`config.mk`:
```
export PLATFORM = sky130hd
export DESIGN_NAME = msc_spi_master
export DESIGN_NICKNAME = d
export VERILOG_FILES = /design/src/msc_pkg.sv /design/src/msc_buf2.sv /design/src/msc_baud_div.sv /design/src/msc_spi_master.sv
export SDC_FILE = /design/constraint.sdc
export NUM_CORES = 1
export LEC_CHECK = 0
export BUFFER_PORTS_ARGS = -buffer_cell sky130_fd_sc_hd__buf_2
export CORE_ASPECT_RATIO = 0.8
export CORE_MARGIN = 1
export CORE_UTILIZATION = 55
export CTS_BUF_LIST = sky130_fd_sc_hd__clkbuf_8
export CTS_CLUSTER_DIAMETER = 100
export DETAILED_ROUTE_END_ITERATION = 8
export PLACE_DENSITY = 0.88
export SYNTH_ARGS = -nofsm -noshare
export SYNTH_HDL_FRONTEND = slang
export SYNTH_SLANG_ARGS = --single-unit
```
`constraint.sdc`:
```
create_clock -name ref_clk -period 4.6 [get_ports ref_clk]
set_input_delay 0.23 -clock ref_clk [delete_from_list [all_inputs] [get_ports ref_clk]]
set_output_delay 0.23 -clock ref_clk [all_outputs]
set_load 0.01 [all_outputs]
```
`src/msc_pkg.sv`:
```
// Notes on behaviour
// - Late timing captures one edge later
// - Data out low once disabled, holds level
// - Polarity bit zero gives active-low selects
// - Loopback off uses external data input
// - Rank field seven means lowest level eight
// - Without continue, last frame stops channel
// - Clock polarity zero idles clock low
// - Phase one: shift odd, sample even
// - Bit order zero sends MSB first
// - Idle level zero keeps select inactive
// - Gap bit zero skips per-frame idle unless release or job end
// - Release bit frees select after frames
// - Parity choice zero is odd parity
// - Baud equals clock over 4^p*div*2
// - Trigger select zero ignores hardware trigger
// - Lead delay is field times clock period
// - Negation delay is field times period
// - Next-frame time is field times period
// - Frame count sets frames per activation
// - Job end after frame frees bus
// - Route bits pick which selects assert
// - Length 0x20 gives 32-bit frames
// - Frame-end pulse after last frame
package msc_pkg;

	localparam int unsigned DATA_W = 32;
	localparam int unsigned LEN_W  = 6;
	localparam int unsigned EDGE_W = 7;
	localparam int unsigned DLY_W  = 12;
	localparam int unsigned CNT_W  = 16;
	localparam int unsigned CS_N   = 8;
	localparam int unsigned DIV_W  = 18;
	localparam int unsigned STAY_W = 13;

	localparam logic [LEN_W-1:0]  LEN_FULL       = 6'h20;
	localparam logic [3:0]        RANK_LEVEL_RST = 4'h8;
	localparam logic [1:0]        REST_LOW       = 2'h1;
	localparam logic [1:0]        REST_HIGH      = 2'h2;
	localparam logic [1:0]        TRIG_SW_ONLY   = 2'h0;
	localparam logic [DATA_W-1:0] WORD_RST       = 32'h0000_0000;

	typedef enum logic [2:0] {
		ST_IDLE  = 3'b000,
		ST_LEAD  = 3'b001,
		ST_SHIFT = 3'b010,
		ST_HOLD  = 3'b011,
		ST_GAP   = 3'b100
	} msc_state_type;

endpackage

```
`src/msc_buf2.sv`:
```
`timescale 1ns/1ps
module msc_buf2 #(
	parameter int unsigned WIDTH = 32
) (
	input  wire logic             clk,
	input  wire logic             arst_n,
	input  wire logic [WIDTH-1:0] in_data,
	input  wire logic             in_valid,
	output logic                  in_ready,
	output logic      [WIDTH-1:0] out_data,
	output logic                  out_valid,
	input  wire logic             out_ready
);
	// Two slots; head slot feeds the output straight from a flop
	logic [WIDTH-1:0] mem_q [2];
	logic [WIDTH-1:0] mem_d [2];
	logic [1:0]       cnt_q;
	logic [1:0]       cnt_d;
	logic             push;
	logic             pop;
	logic             rdy_q;
	logic             vld_q;

	assign push     = in_valid && (cnt_q != 2'h2);
	assign pop      = out_ready && (cnt_q != 2'h0);
	assign out_data = mem_q[0];
	// Flags kept in flops so the handshake outputs carry no logic
	assign out_valid = vld_q;
	assign in_ready  = rdy_q;

	always_comb begin
		mem_d[0] = mem_q[0];
		mem_d[1] = mem_q[1];
		cnt_d    = cnt_q;
		if (pop) begin
			mem_d[0] = mem_q[1];
		end
		if (push) begin
			if (cnt_q == 2'h0 || (cnt_q == 2'h1 && pop)) begin
				mem_d[0] = in_data;
			end else begin
				mem_d[1] = in_data;
			end
		end
		cnt_d = cnt_q + {1'b0, push} - {1'b0, pop};
	end

	always_ff @(posedge clk or negedge arst_n) begin
		if (!arst_n) begin
			mem_q[0] <= '0;
			mem_q[1] <= '0;
			cnt_q    <= 2'h0;
			rdy_q    <= 1'b1;
			vld_q    <= 1'b0;
		end else begin
			mem_q[0] <= mem_d[0];
			mem_q[1] <= mem_d[1];
			cnt_q    <= cnt_d;
			rdy_q    <= (cnt_d != 2'h2);
			vld_q    <= (cnt_d != 2'h0);
		end
	end
endmodule // msc_buf2

```
`src/msc_baud_div.sv`:
```
`timescale 1ns/1ps
module msc_baud_div (
	input  wire logic       clk,
	input  wire logic       arst_n,
	input  wire logic       run,
	input  wire logic [1:0] exponent,
	input  wire logic [msc_pkg::DLY_W-1:0] divider,
	output logic            tick
);
	logic [msc_pkg::DIV_W-1:0] cnt_q;
	logic [msc_pkg::DIV_W-1:0] cnt_d;
	logic [msc_pkg::DIV_W-1:0] half;
	logic                      tick_q;
	logic                      tick_d;

	assign half = (divider == '0) ? 18'h0_0001 :
		(msc_pkg::DIV_W'({divider, 6'h00}) >> (6 - 2 * exponent));
	assign tick = tick_q;

	always_comb begin
		cnt_d  = cnt_q + 18'h0_0001;
		tick_d = 1'b0;
		if (!run) begin
			cnt_d = '0;
		end else if (cnt_q >= half - 18'h0_0001) begin
			cnt_d  = '0;
			tick_d = 1'b1;
		end
	end

	always_ff @(posedge clk or negedge arst_n) begin
		if (!arst_n) begin
			cnt_q  <= '0;
			tick_q <= 1'b0;
		end else begin
			cnt_q  <= cnt_d;
			tick_q <= tick_d && run;
		end
	end

	logic [msc_pkg::DIV_W-1:0] since_q;
	always_ff @(posedge clk or negedge arst_n) begin
		if (!arst_n) begin
			since_q <= '0;
		end else begin
			if (!run) begin
				since_q <= '0;
			end else begin
				since_q <= tick_q ? 18'h0_0001 : since_q + 18'h0_0001;
			end
		end
	end
endmodule // msc_baud_div

```
`src/msc_spi_master.sv`:
```
`timescale 1ns/1ps
module msc_spi_master (
	input  wire logic        ref_clk,
	input  wire logic        arst_n,
	input  wire logic        module_enable,
	input  wire logic        role_select,
	input  wire logic        receive_capture_timing,
	input  wire logic [1:0]  serial_out_rest_level,
	input  wire logic [7:0]  chip_select_polarity,
	input  wire logic        loopback_enable,
	input  wire logic [2:0]  channel_rank,
	input  wire logic        frame_count_continue,
	input  wire logic        clock_polarity,
	input  wire logic        clock_phase,
	input  wire logic        bit_order,
	input  wire logic        idle_select_level,
	input  wire logic        per_frame_gap_enable,
	input  wire logic        chip_select_release,
	input  wire logic [1:0]  odd_even_choice,
	input  wire logic        parity_check_enable,
	input  wire logic [1:0]  clock_prescaler_exponent,
	input  wire logic [11:0] clock_divider,
	input  wire logic [1:0]  hardware_trigger_select,
	input  wire logic        hw_trigger,
	input  wire logic        sw_trigger,
	input  wire logic [11:0] clock_lead_delay,
	input  wire logic [11:0] cs_negate_delay,
	input  wire logic [11:0] interframe_gap,
	input  wire logic [15:0] frame_count,
	input  wire logic        job_continue,
	input  wire logic [7:0]  chip_select_route,
	input  wire logic [5:0]  frame_length,
	input  wire logic [31:0] tx_data,
	input  wire logic        tx_valid,
	output logic             tx_ready,
	output logic      [31:0] rx_data,
	output logic             rx_valid,
	input  wire logic        rx_ready,
	input  wire logic        serial_in,
	output logic             serial_clock_pin,
	output logic             serial_out_pin,
	output logic      [7:0]  chip_select_pin,
	output logic             channel_active,
	output logic             frame_end_irq,
	output logic             parity_error,
	output logic      [3:0]  rank_level
);
	msc_pkg::msc_state_type state_q, state_d;
	logic [31:0] word_q, word_d, acc_q, acc_d, txb_data;
	logic [15:0] frames_q, frames_d;
	logic [11:0] cnt_q, cnt_d;
	logic [6:0]  edge_q, edge_d, e, se, nedge;
	logic [5:0]  len, k;
	logic [7:0]  cs_q, cs_d;
	logic [3:0]  rank_q, rank_d;
	logic        par_q, par_d, rpar_q, rpar_d, act_q, act_d, on_q, on_d;
	logic        sck_q, sck_d, sout_q, sout_d, push_q, push_d, fe_q, fe_d;
	logic        perr_q, perr_d, txb_valid, txb_pop, rxb_ready, tick, late;
	logic        par_on, go, trig, last, rel, rxbit, cpha0_pre, step;

	msc_buf2 #(.WIDTH(msc_pkg::DATA_W)) u_tx_buf (
		.clk       (ref_clk),
		.arst_n    (arst_n),
		.in_data   (tx_data),
		.in_valid  (tx_valid),
		.in_ready  (tx_ready),
		.out_data  (txb_data),
		.out_valid (txb_valid),
		.out_ready (txb_pop)
	);

	// Receiver stall blocks the next frame start; with no gap a frame can start before the last push lands and lose a word
	msc_buf2 #(.WIDTH(msc_pkg::DATA_W)) u_rx_buf (
		.clk       (ref_clk),
		.arst_n    (arst_n),
		.in_data   (acc_q),
		.in_valid  (push_q),
		.in_ready  (rxb_ready),
		.out_data  (rx_data),
		.out_valid (rx_valid),
		.out_ready (rx_ready)
	);

	msc_baud_div u_div (
		.clk      (ref_clk),
		.arst_n   (arst_n),
		// Starts with the lead's last cycle, so edge two follows edge one by a half period
		.run      (state_d == msc_pkg::ST_SHIFT),
		.exponent (clock_prescaler_exponent),
		.divider  (clock_divider),
		.tick     (tick)
	);

	function automatic logic [11:0] dly(input logic [11:0] v);
		dly = (v == 12'h000) ? 12'h001 : v;
	endfunction

	function automatic logic [4:0] pos(input logic [5:0] kk, input logic [5:0] ln,
		input logic lsb);
		logic [5:0] p;
		p   = lsb ? kk : ln - 6'h01 - kk;
		pos = p[4:0];
	endfunction

	assign len    = (frame_length == 6'h00) ? msc_pkg::LEN_FULL : frame_length;
	// parity appended unless choice says none
	assign par_on = !odd_even_choice[1];
	assign nedge  = {len, 1'b0} + {5'h00, par_on, 1'b0};
	assign late   = receive_capture_timing;
	assign e      = edge_q + 7'h01;
	// capture point moves one edge later
	assign se     = late ? edge_q : e;
	assign k      = 6'(se - 7'h01 >> 1);
	assign rxbit  = loopback_enable ? sout_q : serial_in;
	assign trig   = sw_trigger ||
		(hardware_trigger_select != msc_pkg::TRIG_SW_ONLY && hw_trigger);
	assign go     = act_q && txb_valid && rxb_ready;
	assign last   = (frames_q <= 16'h0001);
	// release after frame or job end
	assign rel    = chip_select_release || !job_continue;
	assign cpha0_pre = !clock_phase;
	assign step   = (state_q == msc_pkg::ST_SHIFT && tick) ||
		(state_q == msc_pkg::ST_LEAD && cnt_q == 12'h000);

	// ****************************************
	// Frame sequencer
	// ****************************************
	always_comb begin
		state_d = state_q;
		word_d  = word_q;
		acc_d   = acc_q;
		frames_d = frames_q;
		cnt_d   = cnt_q;
		edge_d  = edge_q;
		par_d   = par_q;
		rpar_d  = rpar_q;
		act_d   = act_q;
		on_d    = on_q;
		sck_d   = sck_q;
		sout_d  = sout_q;
		push_d  = 1'b0;
		fe_d    = 1'b0;
		perr_d  = 1'b0;
		txb_pop = 1'b0;
		if (trig && !act_q && !role_select) begin
			act_d    = 1'b1;
			frames_d = frame_count;
		end
		case (state_q)
			msc_pkg::ST_IDLE: begin
				if (go) begin
					txb_pop = 1'b1;
					word_d  = txb_data & (32'hFFFF_FFFF >> (6'h20 - len));
					par_d   = odd_even_choice[0] ? ^word_d : ~^word_d;
					acc_d   = msc_pkg::WORD_RST;
					edge_d  = '0;
					// lead delay before first clock edge
					cnt_d   = dly(clock_lead_delay) - 12'h001;
					state_d = on_q ? msc_pkg::ST_SHIFT : msc_pkg::ST_LEAD;
					on_d    = 1'b1;
					if (cpha0_pre) begin
						sout_d = word_d[pos(6'h00, len, bit_order)];
					end
				end
			end
			msc_pkg::ST_LEAD: begin
				if (cnt_q == 12'h000) begin
					state_d = msc_pkg::ST_SHIFT;
				end else begin
					cnt_d = cnt_q - 12'h001;
				end
			end
			msc_pkg::ST_SHIFT: begin
				if (tick && e == nedge + {6'h00, late}) begin
					cnt_d   = dly(cs_negate_delay) - 12'h001;
					state_d = msc_pkg::ST_HOLD;
				end
			end
			msc_pkg::ST_HOLD: begin
				if (cnt_q != 12'h000) begin
					cnt_d = cnt_q - 12'h001;
				end else begin
					push_d   = 1'b1;
					perr_d   = parity_check_enable && par_on &&
						(rpar_q != (odd_even_choice[0] ? ^acc_q : ~^acc_q));
					frames_d = frames_q - 16'h0001;
					// idle level keeps select or drops it
					if ((rel || last) && !idle_select_level) begin
						on_d = 1'b0;
					end
					if (last) begin
						fe_d     = 1'b1;
						frames_d = frame_count;
						act_d    = frame_count_continue;
					end
					if (rel || per_frame_gap_enable) begin
						cnt_d   = dly(interframe_gap) - 12'h001;
						state_d = msc_pkg::ST_GAP;
					end else begin
						state_d = msc_pkg::ST_IDLE;
					end
				end
			end
			msc_pkg::ST_GAP: begin
				if (cnt_q == 12'h000) begin
					state_d = msc_pkg::ST_IDLE;
				end else begin
					cnt_d = cnt_q - 12'h001;
				end
			end
			default: begin
				state_d = msc_pkg::ST_IDLE;
			end
		endcase
		// first clock edge closes the lead delay
		if (step) begin
			edge_d = e;
			if (e <= nedge) begin
				sck_d = !sck_q;
			end
			// shift on odd edges for phase one
			if (clock_phase ? e[0] : (!e[0] && e < nedge)) begin
				sout_d = (e[6:1] < len) ? word_q[pos(e[6:1], len, bit_order)] : par_q;
			end
			if (se != 7'h00 && se <= nedge && (clock_phase ? !se[0] : se[0])) begin
				if (k < len) begin
					acc_d[pos(k, len, bit_order)] = rxbit;
				end else begin
					rpar_d = rxbit;
				end
			end
		end
		if (state_d != msc_pkg::ST_SHIFT) begin
			sck_d = clock_polarity;
		end
		if (state_q == msc_pkg::ST_GAP || (state_q == msc_pkg::ST_IDLE && !go)) begin
			if (serial_out_rest_level == msc_pkg::REST_LOW) begin
				sout_d = 1'b0;
			end else if (serial_out_rest_level == msc_pkg::REST_HIGH) begin
				sout_d = 1'b1;
			end
		end
		// Master only; slave role or disable parks state, clock, data out and selects
		if (!module_enable || role_select) begin
			state_d = msc_pkg::ST_IDLE;
			act_d   = 1'b0;
			on_d    = 1'b0;
			sout_d  = 1'b0;
			sck_d   = clock_polarity;
			txb_pop = 1'b0;
		end
		// routed selects at their active level
		cs_d   = ~chip_select_polarity ^ (chip_select_route & {8{on_d}});
		rank_d = {1'b0, channel_rank} + 4'h1;
	end

	always_ff @(posedge ref_clk or negedge arst_n) begin
		if (!arst_n) begin
			state_q  <= msc_pkg::ST_IDLE;
			word_q   <= msc_pkg::WORD_RST;
			acc_q    <= msc_pkg::WORD_RST;
			frames_q <= '0;
			cnt_q    <= '0;
			edge_q   <= '0;
			par_q    <= 1'b0;
			rpar_q   <= 1'b0;
			act_q    <= 1'b0;
			on_q     <= 1'b0;
			sck_q    <= 1'b0;
			sout_q   <= 1'b0;
			push_q   <= 1'b0;
			fe_q     <= 1'b0;
			perr_q   <= 1'b0;
			cs_q     <= 8'hFF;
			rank_q   <= msc_pkg::RANK_LEVEL_RST;
		end else begin
			state_q  <= state_d;
			word_q   <= word_d;
			acc_q    <= acc_d;
			frames_q <= frames_d;
			cnt_q    <= cnt_d;
			edge_q   <= edge_d;
			par_q    <= par_d;
			rpar_q   <= rpar_d;
			act_q    <= act_d;
			on_q     <= on_d;
			sck_q    <= sck_d;
			sout_q   <= sout_d;
			push_q   <= push_d;
			fe_q     <= fe_d;
			perr_q   <= perr_d;
			cs_q     <= cs_d;
			rank_q   <= rank_d;
		end
	end

	assign serial_clock_pin = sck_q;
	assign serial_out_pin   = sout_q;
	assign chip_select_pin  = cs_q;
	assign channel_active   = act_q;
	assign frame_end_irq    = fe_q;
	assign parity_error     = perr_q;
	assign rank_level       = rank_q;

	// ****************************************
	// Checks
	// ****************************************
	logic [12:0] stay_q;
	always_ff @(posedge ref_clk or negedge arst_n) begin
		if (!arst_n) begin
			stay_q <= 13'h0001;
		end else begin
			stay_q <= (state_d == state_q) ? stay_q + 13'h0001 : 13'h0001;
		end
	end
endmodule // msc_spi_master

```
## After elaboration in Yosys (flattened, before gate mapping)

Cells that the tools add are included.

| operators by class | value |
|---|---|
| $add $sub $neg | 21 |
| multipliers | 0 |
| div/mod/pow operators | 0 |
| order comparisons | 11 |
| equality and inequality tests | 20 |
| shift-type cells | 2 |
| multiplexer cells | 94 |
| bitwise operators | 7 |
| reduce and logical (&&, ||, !) cells | 75 |

Operators by type and width:

| kind | count |
|---|---|
| two-way mux 32 bit | 11 |
| two-way mux 64 bit | 2 |
| two-way mux 12 bit | 8 |
| two-way mux 16 bit | 4 |
| XNOR reduction 32 bit | 2 |
| parity 32 bit | 2 |
| zero test 12 bit | 5 |
| two-way mux 18 bit | 3 |
| case mux 12 bit (4 select lines) | 1 |
| subtractor 12 x 1 -> 12 bit (second input constant) | 4 |
| two-way mux 1 bit | 43 |
| bitwise AND 32 bit | 1 |
| bitwise mux 32 bit | 1 |
| >> shifter 18 x 32 -> 18 bit | 1 |
| >> shifter 32 x 6 -> 32 bit (first input constant) | 1 |
| two-way mux 7 bit | 4 |
| logical AND 1 bit | 23 |
| two-way mux 3 bit | 7 |
| adder 18 x 1 -> 18 bit (second input constant) | 1 |
| greater-or-equal comparator 18 bit | 1 |
| < comparator 5 x 6 -> 1 bit (second input constant) | 3 |
| subtractor 18 x 1 -> 18 bit (second input constant) | 1 |
| <= comparator 16 x 1 -> 1 bit (second input constant) | 1 |
| subtractor 16 x 1 -> 16 bit (second input constant) | 1 |
| other kinds (51) | 99 |

| storage, ports and cells | value |
|---|---|
| bits in registers | 278 |
| bits in latches | 0 |
| RAM bits | 0 |
| ROM bits | 0 |
| input bits | 149 |
| output and inout port bits | 51 |
| logic and storage cells | 259 |
| memories kept | 0 |

## Depth between registers and ports, before layout

Gate-level depths: netlist (run 1).

| logic depth | value |
|---|---|
| depth in word-level cells | 16 |
| mapped depth | 21 |
| gate-level depth less buffers | 19 |

## By module

From an unflattened synthesis (run 1), not the netlist that was laid out.

| second synthesis, totals | value |
|---|---|
| cell total of the unflattened synthesis | 1889 |
| area total of the unflattened synthesis | 18539.0 um^2 |

By module, submodules not included:

| module | instances | cells each | area an instance (um^2) | seq. area each (um^2) |
|---|---|---|---|---|
| msc_spi_master | 1 | 1178 | 9903.2 | 3089.2 |
| msc_buf2 | 2 | 224 | 3204.3 | 1702.9 |
| msc_baud_div | 1 | 263 | 2227.1 | 475.5 |

## Worst setup path before layout (run 1)

No wires, ideal clock.

| path | value |
|---|---|
| path type | in2reg |
| start point | input frame_length[1] |
| end point | register acc_q[10] |
| library setup time | 0.140 ns |
| arrival | 4.225 ns |
| required time | 4.460 ns |
| path slack | 0.236 ns |
| cell stages on the path | 21 |
| path buffers | 2 |
| path through | clkbuf_1 > inv_1 > ha_1 > or4b_1 > o21ai_1 > inv_1 > ha_1 > ha_1 > inv_1 > ha_1 > nor2b_1 > o21a_1 > o21a_1 > o21a_1 > o21a_1 > o22ai_1 > a31o_2 > nand4b_1 > clkbuf_1 > o311ai_0 > o41ai_1 |

| between the ends | value |
|---|---|
| cells in the longest elaborated chain, start to end | 13 |
| elaborated cells between the ends (all ways) | 19 |
| classes of those cells | 3 x add/sub; 4 x order compare; 8 x mux; 4 x reduce/logical |

RTL lines:

| element | RTL line | text |
|---|---|---|
| start: declaration | msc_spi_master.sv:32 | `input wire logic [5:0] frame_length,` |
| zero test 6 bit | msc_spi_master.sv:105 | `assign len = (frame_length == 6'h00) ? msc_pkg::LEN_FULL : frame_length;` |
| two-way mux 6 bit (*) | msc_spi_master.sv:105 |  |
| subtractor 5 x 1 -> 5 bit | msc_spi_master.sv:101 | `p = lsb ? kk : ln - 6'h01 - kk;` |
| subtractor 5 bit | msc_spi_master.sv:101 |  |
| two-way mux 5 bit | msc_spi_master.sv:101 |  |
| < comparator 5 x 6 -> 1 bit (not written as such) / greater-or-equal comparator 5 x 1 -> 1 bit (equally long branches) | msc_spi_master.sv:227 | `acc_d[pos(k, len, bit_order)] = rxbit;` |
| logical AND 1 bit (not written as such) | msc_spi_master.sv:227 |  |
| two-way mux 1 bit (not written as such) | msc_spi_master.sv:227 |  |
| demux 1 bit (select 5 bit) | msc_spi_master.sv:227 |  |
| bitwise mux 32 bit | msc_spi_master.sv:227 |  |
| two-way mux 32 bit | msc_spi_master.sv:226 | `if (k < len) begin` |
| two-way mux 32 bit (*) | msc_spi_master.sv:225 | `if (se != 7'h00 && se <= nedge && (clock_phase ? !se[0] : se[0])) begin` |
| two-way mux 32 bit (*) | msc_spi_master.sv:216 | `if (step) begin` |
| net acc_d[10] | msc_spi_master.sv:49 | `logic [31:0] word_q, word_d, acc_q, acc_d, txb_data;` |
| end signal: assignment | msc_spi_master.sv:261 | `acc_q <= msc_pkg::WORD_RST;` |
| end: declaration | msc_spi_master.sv:49 |  |

Mark *: on every way through the listed nets, which the timed path passes. The rest lies on a longest branch.
A chain may end at the register's enable or synchronous reset.

## Worst setup path in the final report (run 1)

| path | value |
|---|---|
| start point | register edge_q[0] |
| end point | register acc_q[15] |

| between the ends | value |
|---|---|
| cells in the longest elaborated chain, start to end | 13 |
| elaborated cells between the ends (all ways) | 21 |
| classes of those cells | 3 x add/sub; 4 x order compare; 9 x mux; 5 x reduce/logical |

RTL lines:

| element | RTL line | text |
|---|---|---|
| start: declaration | msc_spi_master.sv:52 | `logic [6:0] edge_q, edge_d, e, se, nedge;` |
| start signal: assignment | msc_spi_master.sv:282 | `edge_q <= edge_d;` |
| adder 7 x 1 -> 7 bit | msc_spi_master.sv:110 | `assign e = edge_q + 7'h01;` |
| two-way mux 7 bit (*) | msc_spi_master.sv:112 | `assign se = late ? edge_q : e;` |
| subtractor 7 x 1 -> 7 bit | msc_spi_master.sv:113 | `assign k = 6'(se - 7'h01 >> 1);` |
| subtractor 5 bit | msc_spi_master.sv:101 |  |
| two-way mux 5 bit | msc_spi_master.sv:101 |  |
| < comparator 5 x 6 -> 1 bit (not written as such) / greater-or-equal comparator 5 x 1 -> 1 bit (equally long branches) | msc_spi_master.sv:227 |  |
| logical AND 1 bit (not written as such) | msc_spi_master.sv:227 |  |
| two-way mux 1 bit (not written as such) | msc_spi_master.sv:227 |  |
| demux 1 bit (select 5 bit) | msc_spi_master.sv:227 |  |
| bitwise mux 32 bit | msc_spi_master.sv:227 |  |
| two-way mux 32 bit | msc_spi_master.sv:226 |  |
| two-way mux 32 bit (*) | msc_spi_master.sv:225 |  |
| two-way mux 32 bit (*) | msc_spi_master.sv:216 |  |
| net acc_d[15] | msc_spi_master.sv:49 |  |

Marked as above.

==> metrics, run 1 <==
H-tree levels=2; Cells on Worst Hold Path=3; status=finished clean; CTS root buffer=clkbuf_8; worst reg2reg startpoint=edge_q[0]$_DFFE_PN0P_; Placer Congestion=roughly 0.93; All-Layer GR Usage=29.2%; Reg clk slew, reported paths=about 0.060 ns; Iter 0 DRT Violations=1544; Vert. Die Dim=approximately 160 um; Post CTS Setup Buffer Count=0; EDFF count, synth=0; Reg2Reg Setup Slack=0.34 ns; WL per Instance=18.8 um; asr flop ratio synth=100%; R2R Path End=acc_q[15]$_DFF_PN0_; Post-DRT Antenna Nets=0; Die Area=33200 um^2; Ports=200; Final Hold Violating Endpoints=0; Worst Skew=0.0493 ns; Overflow after GRT=0; drt via density=a little over 6; post-synth top area share=37.5%; commonest cells after routing, fill and taps aside=dfrtp_1, nand2_1, buf_2; setup TNS=0 ns; HP Class=input port to flip-flop; Pre-antenna DRT Iters=5; Mapped Cells=1895; Critical Path End Type=flip-flop; CP Max Fanout=16; cell taking the most area after synthesis=dfrtp_1; synthesis-stage register bit count=278; Top FF cell, synth=dfrtp_1; critical path required time=5.05 ns; synth top area cells=dfrtp_1, mux2i_1, ha_1, xnor2_1, o21ai_0; YS warnings=0; peak supply drop=0.000365 V; Vias=15638; final wirelength=about 50000 um; CTS max path bufs=3; final setup violation count=0; # fillers=between 2000 and 3000; P&R area growth vs syn=16.3%; kind of critical path=flip-flop to flip-flop; Final Worst Setup Slack=about 0.34 ns; period utilisation layout=92.6%; Final Non-Filler Cells=between 2000 and 3000; Core Area=31600 um^2; RSZ-0062 raised after global routing=no; Mapped Nets=2117; Initial Util=between 50% and 60%; Leak=9.43 nW; Synth cell types=94; pin count of the biggest net entering global routing=between 100 and 150; worst slack at placement=0.0118 ns; cts bufs inserted=46; CTS tree=done; crit path DAT=4.72 ns; syn_area_per_cell=9.41 um^2; Slew @ Worst Pin=0.989 ns; commonest non-fill, non-tap cell in the layout=dfrtp_1; Row Count=58; initial antenna violation count=5; Fmax=235 MHz; Worst setup SP type=flip-flop; HPWL after DPL=33400 um; Final Critical Period=4.26 ns; Inst Count DP=2423; DIE WIDTH=203 um; share of layout cells above drive strength 1=between 10% and 20%; IO Port Bufs=199; first-pass GRT wire length=78300 um; hold endpoint=serial_out_pin$_DFF_PN0_; Final Slew Violations=0; clk sinks=between 200 and 300; Worst Reg-to-Reg Cells=13; Slew headroom=34.1%; final net count=around 2300; Worst Min Path Start=serial_out_rest_level[0]; Seq/Total Area, Yosys=39.1%; worst skew pair latency=0.61 ns; cell area power density=383 nW/um^2; mapped cell area=17800 um^2; drt drc=0; vias in the first global route=around 16000; Max Cap Viol=0
[metal layers]
metal | wire [um] | vias to the layer above | part of all wire (%) | global-route usage, %
li1 | - | 7270 | - | -
met1 | 20700 | 7596 | 43 | 39.2
met3 | 3950 | 102 | 8.1 | 6.38
met5 | 13 | - | 0.027 | 0
met4 | 960 | 2 | 2.0 | 8.30
met2 | 23000 | 668 | 47 | 47.7
[power by group]
group | switching [W] | internal [W] | leakage (nW)
registers | 0.000472 | 0.00298 | 3.61
logic | 0.00124 | 0.00111 | 5.29
clock network | 0.00102 | 0.00113 | 0.532
total | 0.00273 | 0.00522 | 9.43
[flip-flops by register name, indices dropped and copies added, names as in the netlist, 2 cells and up]
| register | count |
|---|---|
| frames_q | 16 |
| acc_q | 32 |
| cnt_q | 12 |
| u_tx_buf.out_data | 32 |
| u_rx_buf.cnt_q | 2 |
| u_rx_buf.out_data | 32 |
| rank_level | 4 |
| chip_select_pin | 8 |
| u_div.cnt_q | 18 |
| u_tx_buf.cnt_q | 2 |
| u_rx_buf.mem_q | 32 |
| state_q | 3 |
| edge_q | 7 |
| u_tx_buf.mem_q | 32 |
| word_q | 32 |
[Yosys cell counts (all sizes together) (4+ instances only)]
| master | instances |
|---|---|
| dfrtp | 267 |
| nand2 | 221 |
| o21ai | 172 |
| nor2 | 111 |
| mux2i | 98 |
| xnor2 | 98 |
| a21oi | 88 |
| clkbuf | 80 |
| mux2 | 75 |
| ha | 71 |
| inv | 61 |
| xor2 | 48 |
| buf | 46 |
| nand3 | 40 |
| nor3 | 38 |
| o31ai | 35 |
| o211ai | 26 |
| nand2b | 22 |
| o311ai | 20 |
| a21o | 18 |
| nor2b | 17 |
| o41ai | 17 |
| o21a | 15 |
| and3 | 14 |
| nor4 | 13 |
| a211oi | 12 |
| nand4 | 12 |
| a31oi | 11 |
| dfstp | 11 |
| or2 | 11 |
| a211o | 9 |
| o22ai | 9 |
| mux4 | 8 |
| or3 | 8 |
| a22o | 7 |
| and2 | 7 |
| a21boi | 6 |
| a221o | 5 |
| nor3b | 5 |
| a22oi | 4 |
| a311oi | 4 |
| nand3b | 4 |
| o221ai | 4 |
[stage by stage]
| stage | hold WS, ns | power (W) | instance area (um^2) | utilization (%) |
|---|---|---|---|---|
| 2_1_floorplan | -0.0656 | 0.00498 | 17800 | - |
| 3_3_place_gp | 0.322 | 0.00555 | 19100 | 60.3 |
| 3_5_place_dp | 0.330 | 0.00568 | 19100 | 60.3 |
| 4_1_cts | 0.0218 | 0.00791 | 20700 | 65.5 |
| 5_1_grt | 0.0505 | 0.00838 | 20700 | 65.5 |
| 6_report | 0.0689 | 0.00795 | 20700 | 65.6 |
[critical path: stages, from the launching register on]
cell and delay (ns):
dfrtp_1 0.56, xor2_1 0.64, ha_1 0.35, xnor2_1 0.22, inv_1 0.14, fa_1 0.48
a21o_1 0.17, a21oi_1 0.18, xnor2_1 0.15, nor2_1 0.09, xnor2_1 0.21, nand2_1 0.37
o311ai_0 0.45, o41ai_1 0.14
[timing repair]
item                                    4_1_cts  5_1_grt
gates resized for setup                       0        4
endpoints found under the setup margin        0        7
hold buffers                                 73        0
endpoints found under the hold margin       197        0
[worst max path at each step]
stage / end / startpoint / cells after the start
detailed placement: acc_q[7]$_DFF_PN0_ / frame_length[1] / 21
floorplan: acc_q[10]$_DFF_PN0_ / frame_length[1] / 21
global route: acc_q[10]$_DFF_PN0_ / edge_q[0]$_DFFE_PN0P_ / 13
finish: acc_q[15]$_DFF_PN0_ / edge_q[0]$_DFFE_PN0P_ / 13
CTS: acc_q[7]$_DFF_PN0_ / edge_q[0]$_DFFE_PN0P_ / 14
global placement: acc_q[7]$_DFF_PN0_ / frame_length[1] / 21
[layout make-up]
| cell class | instances | area [um^2] | share of cell area (%) |
|---|---|---|---|
| multi-input combinational | 1430 | 10100 | 48.6 |
| sequential | 278 | 6970 | 33.6 |
| timing repair buffer | 307 | 2020 | 9.76 |
| clock buffer | 54 | 743 | 3.58 |
| tap | 420 | 526 | 2.53 |
| inverter | 61 | 231 | 1.12 |
| clock inverter | 27 | 156 | 0.754 |
| antenna | 4 | 10.0 | 0.0483 |
[logic make-up (layout without fill, tap and decap cells)]
group,count (synthesis),after routing,share of synthesized area (%)
other,0,4,0
multiplexers,181,181,11.3
XOR/XNOR,149,149,7.59
adder cells (fa/ha/maj),73,73,5.20
AND/OR/NAND/NOR,535,535,14.0
AO/OA/AOI/OAI,492,492,18.1
buffers and inverters,187,449,4.80
flip-flops,278,278,39.1
(Power assumes the default switching activity.)
==> inputs of run 2 (changes only) <==
Settings changed: PLACE_DENSITY 0.88 to 0.76.
==> metrics, run 2 (synthesized netlist as in run 1, its figures left out) <==
Final Slew Violations=0 (unchanged); final net count=2346 (unchanged); Max Cap Viol=0 (unchanged); crit path DAT=4.77 ns (+0.05 ns); HPWL after DPL=32800 um (-1.9%); CTS max path bufs=3 (unchanged); DIE WIDTH=203 um (unchanged); Worst setup SP type=flip-flop; Row Count=58 (unchanged); Post-DRT Antenna Nets=0 (unchanged); sequential power share=43.2% (-0.2 points); vias in the first global route=14553 (-6.3%); Fmax=230 MHz (-1.8%); peak supply drop=0.000376 V (+3.1%); Die Area=33200 um^2 (unchanged); Overflow after GRT=0 (unchanged); IO Port Bufs=199 (unchanged); HP Class=input port to flip-flop; drt via density=5.96 (-1.6%); worst slack at placement=0.0154 ns (+0.00353 ns); Final Critical Period=4.34 ns (+0.0769 ns); period utilisation layout=94.3% (+1.7 points); share of layout cells above drive strength 1=20.2% (+0.19 points); status=finished clean; switching share of power=33.6% (-0.75 points); internal power=0.00529 W (+1.5%); Pre-antenna DRT Iters=6 (+1); first-pass GRT wire length=74800 um (-4.5%); Vert. Die Dim=163 um (unchanged); Slew headroom=33.4% (-0.68 points); final setup violation count=0 (unchanged); Final Worst Setup Slack=0.261 ns (-0.0769 ns); P&R area growth vs syn=16.3% (about the same); Final Util=65.6% (about the same); kind of critical path=flip-flop to flip-flop; initial antenna violation count=4 (-1); Initial Util=56.4% (unchanged); Comb pwr share=29.1% (-0.4 points); Placer Congestion=0.938 (+0.49%); cts bufs inserted=45 (-2.2%); Vias=15370 (-1.7%); Clk network pwr share=27.7% (+0.6 points); final wirelength=46700 um (-4.0%); Iter 0 DRT Violations=1173 (-24%); drt drc=0 (unchanged); commonest non-fill, non-tap cell in the layout=dfrtp_1; Worst Skew=0.0395 ns (-0.00984 ns); Critical Path End Type=flip-flop; cell area power density=384 nW/um^2 (+0.32%); commonest cells after routing, fill and taps aside=dfrtp_1, nand2_1, buf_2; Slew @ Worst Pin=0.999 ns (+0.0101 ns); Leak=9.44 nW (about the same); clk sinks=278 (unchanged); Reg clk slew, reported paths=0.07 ns (about the same); worst skew pair latency=0.58 ns (-0.03 ns); CP Max Fanout=16 (unchanged); CTS root buffer=clkbuf_8; pin count of the biggest net entering global routing=109 (-2.7%); Sw Pwr=0.00268 W (-1.8%); CTS tree=done; Core Area=31600 um^2 (unchanged); RSZ-0062 raised after global routing=yes; Post CTS Setup Buffer Count=0 (unchanged); H-tree levels=2 (unchanged); WL per Instance=18.1 um (-3.9%); critical path required time=5.03 ns (-0.02 ns); All-Layer GR Usage=27.8% (-1.4 points); Final Hold Violating Endpoints=0 (unchanged); Ports=200 (unchanged)
## run 2: cell types whose count changed in the layout (fill, tap and decap cells not counted), moves of 2 or more
cell      delta
clkbuf_8     +2
buf_4        +2
diode_2      -3
inv_1        -5
clkinv_2     +3
## run 2: final timing paths
kind	from	endpoint	slack (ns)	cells past startpoint
max	edge_q[0]$_DFFE_PN0P_	acc_q[14]$_DFF_PN0_	0.26	14
min	serial_out_rest_level[0]	serial_out_pin$_DFF_PN0_	0.06	3
max reg2reg	edge_q[0]$_DFFE_PN0P_	acc_q[14]$_DFF_PN0_	0.26	14
min reg2reg	word_q[0]$_DFFE_PN0P_	word_q[0]$_DFFE_PN0P_	0.48	2
max in group asynchronous	arst_n	rank_level[3]$_DFF_PN1_	3.16	3
min in group asynchronous	arst_n	u_rx_buf.out_data[11]$_DFF_PN0_	0.29	2
## run 2: per-layer routing
layer	GRT usage, %	vias to the layer above	share of wire (%)
met4	6.12	4	1.3
li1	-	7272	-
met2	43.8	561	45
met5	0	-	0.060
met3	4.87	66	7.4
met1	40.2	7467	46
## run 2: critical path, stage by stage, from the launching register on
cell	delay, ns
dfrtp_1	0.52
ha_1	0.41
mux2i_1	0.36
ha_1	0.28
xnor2_1	0.22
inv_1	0.15
fa_1	0.48
a21o_1	0.17
a21oi_1	0.17
xnor2_1	0.13
nor2_1	0.09
xnor2_1	0.23
nand2_1	0.36
o311ai_0	0.48
o41ai_1	0.14
## run 2: what timing repair did
item,4_1_cts,5_1_grt
endpoints found under the hold margin,201,0
gates resized for setup,0,3
hold buffers,73,0
endpoints found under the setup margin,0,6
## run 2: power groups by stage
stage | logic [W] | registers, W | clock network, W
after floorplan | 0.00169 | 0.00329 | 0
after CTS | 0.00229 | 0.00342 | 0.00226
final | 0.00232 | 0.00344 | 0.00221
after global placement | 0.00215 | 0.00344 | 0
after global routing | 0.00255 | 0.00350 | 0.00238
after detailed placement | 0.00223 | 0.00346 | 0
## run 2: cell type report
class,instances,area [um^2]
Clock buffer,56,771
Timing Repair Buffer,308,2020
Tap cell,420,526
Multi-Input combinational cell,1430,10100
Antenna cell,1,2.50
Sequential cell,278,6970
Fill cell,2524,10900
Inverter,61,231
Clock inverter,24,156
## run 2: stage by stage
| step | cell area [um^2] | power, W | instances | hold WS (ns) | setup TNS (ns) |
|---|---|---|---|---|---|
| 2_1_floorplan | 17800 | 0.00498 | 1895 | -0.0656 | 0 |
| 3_3_place_gp | 19100 | 0.00559 | 2424 | 0.318 | 0 |
| 3_5_place_dp | 19100 | 0.00569 | 2424 | 0.325 | 0 |
| 4_1_cts | 20700 | 0.00798 | 2577 | 0.0241 | 0 |
| 5_1_grt | 20800 | 0.00843 | 2577 | 0.0407 | -0.182 |
| 6_report | 20800 | 0.00798 | 2578 | 0.0604 | 0 |
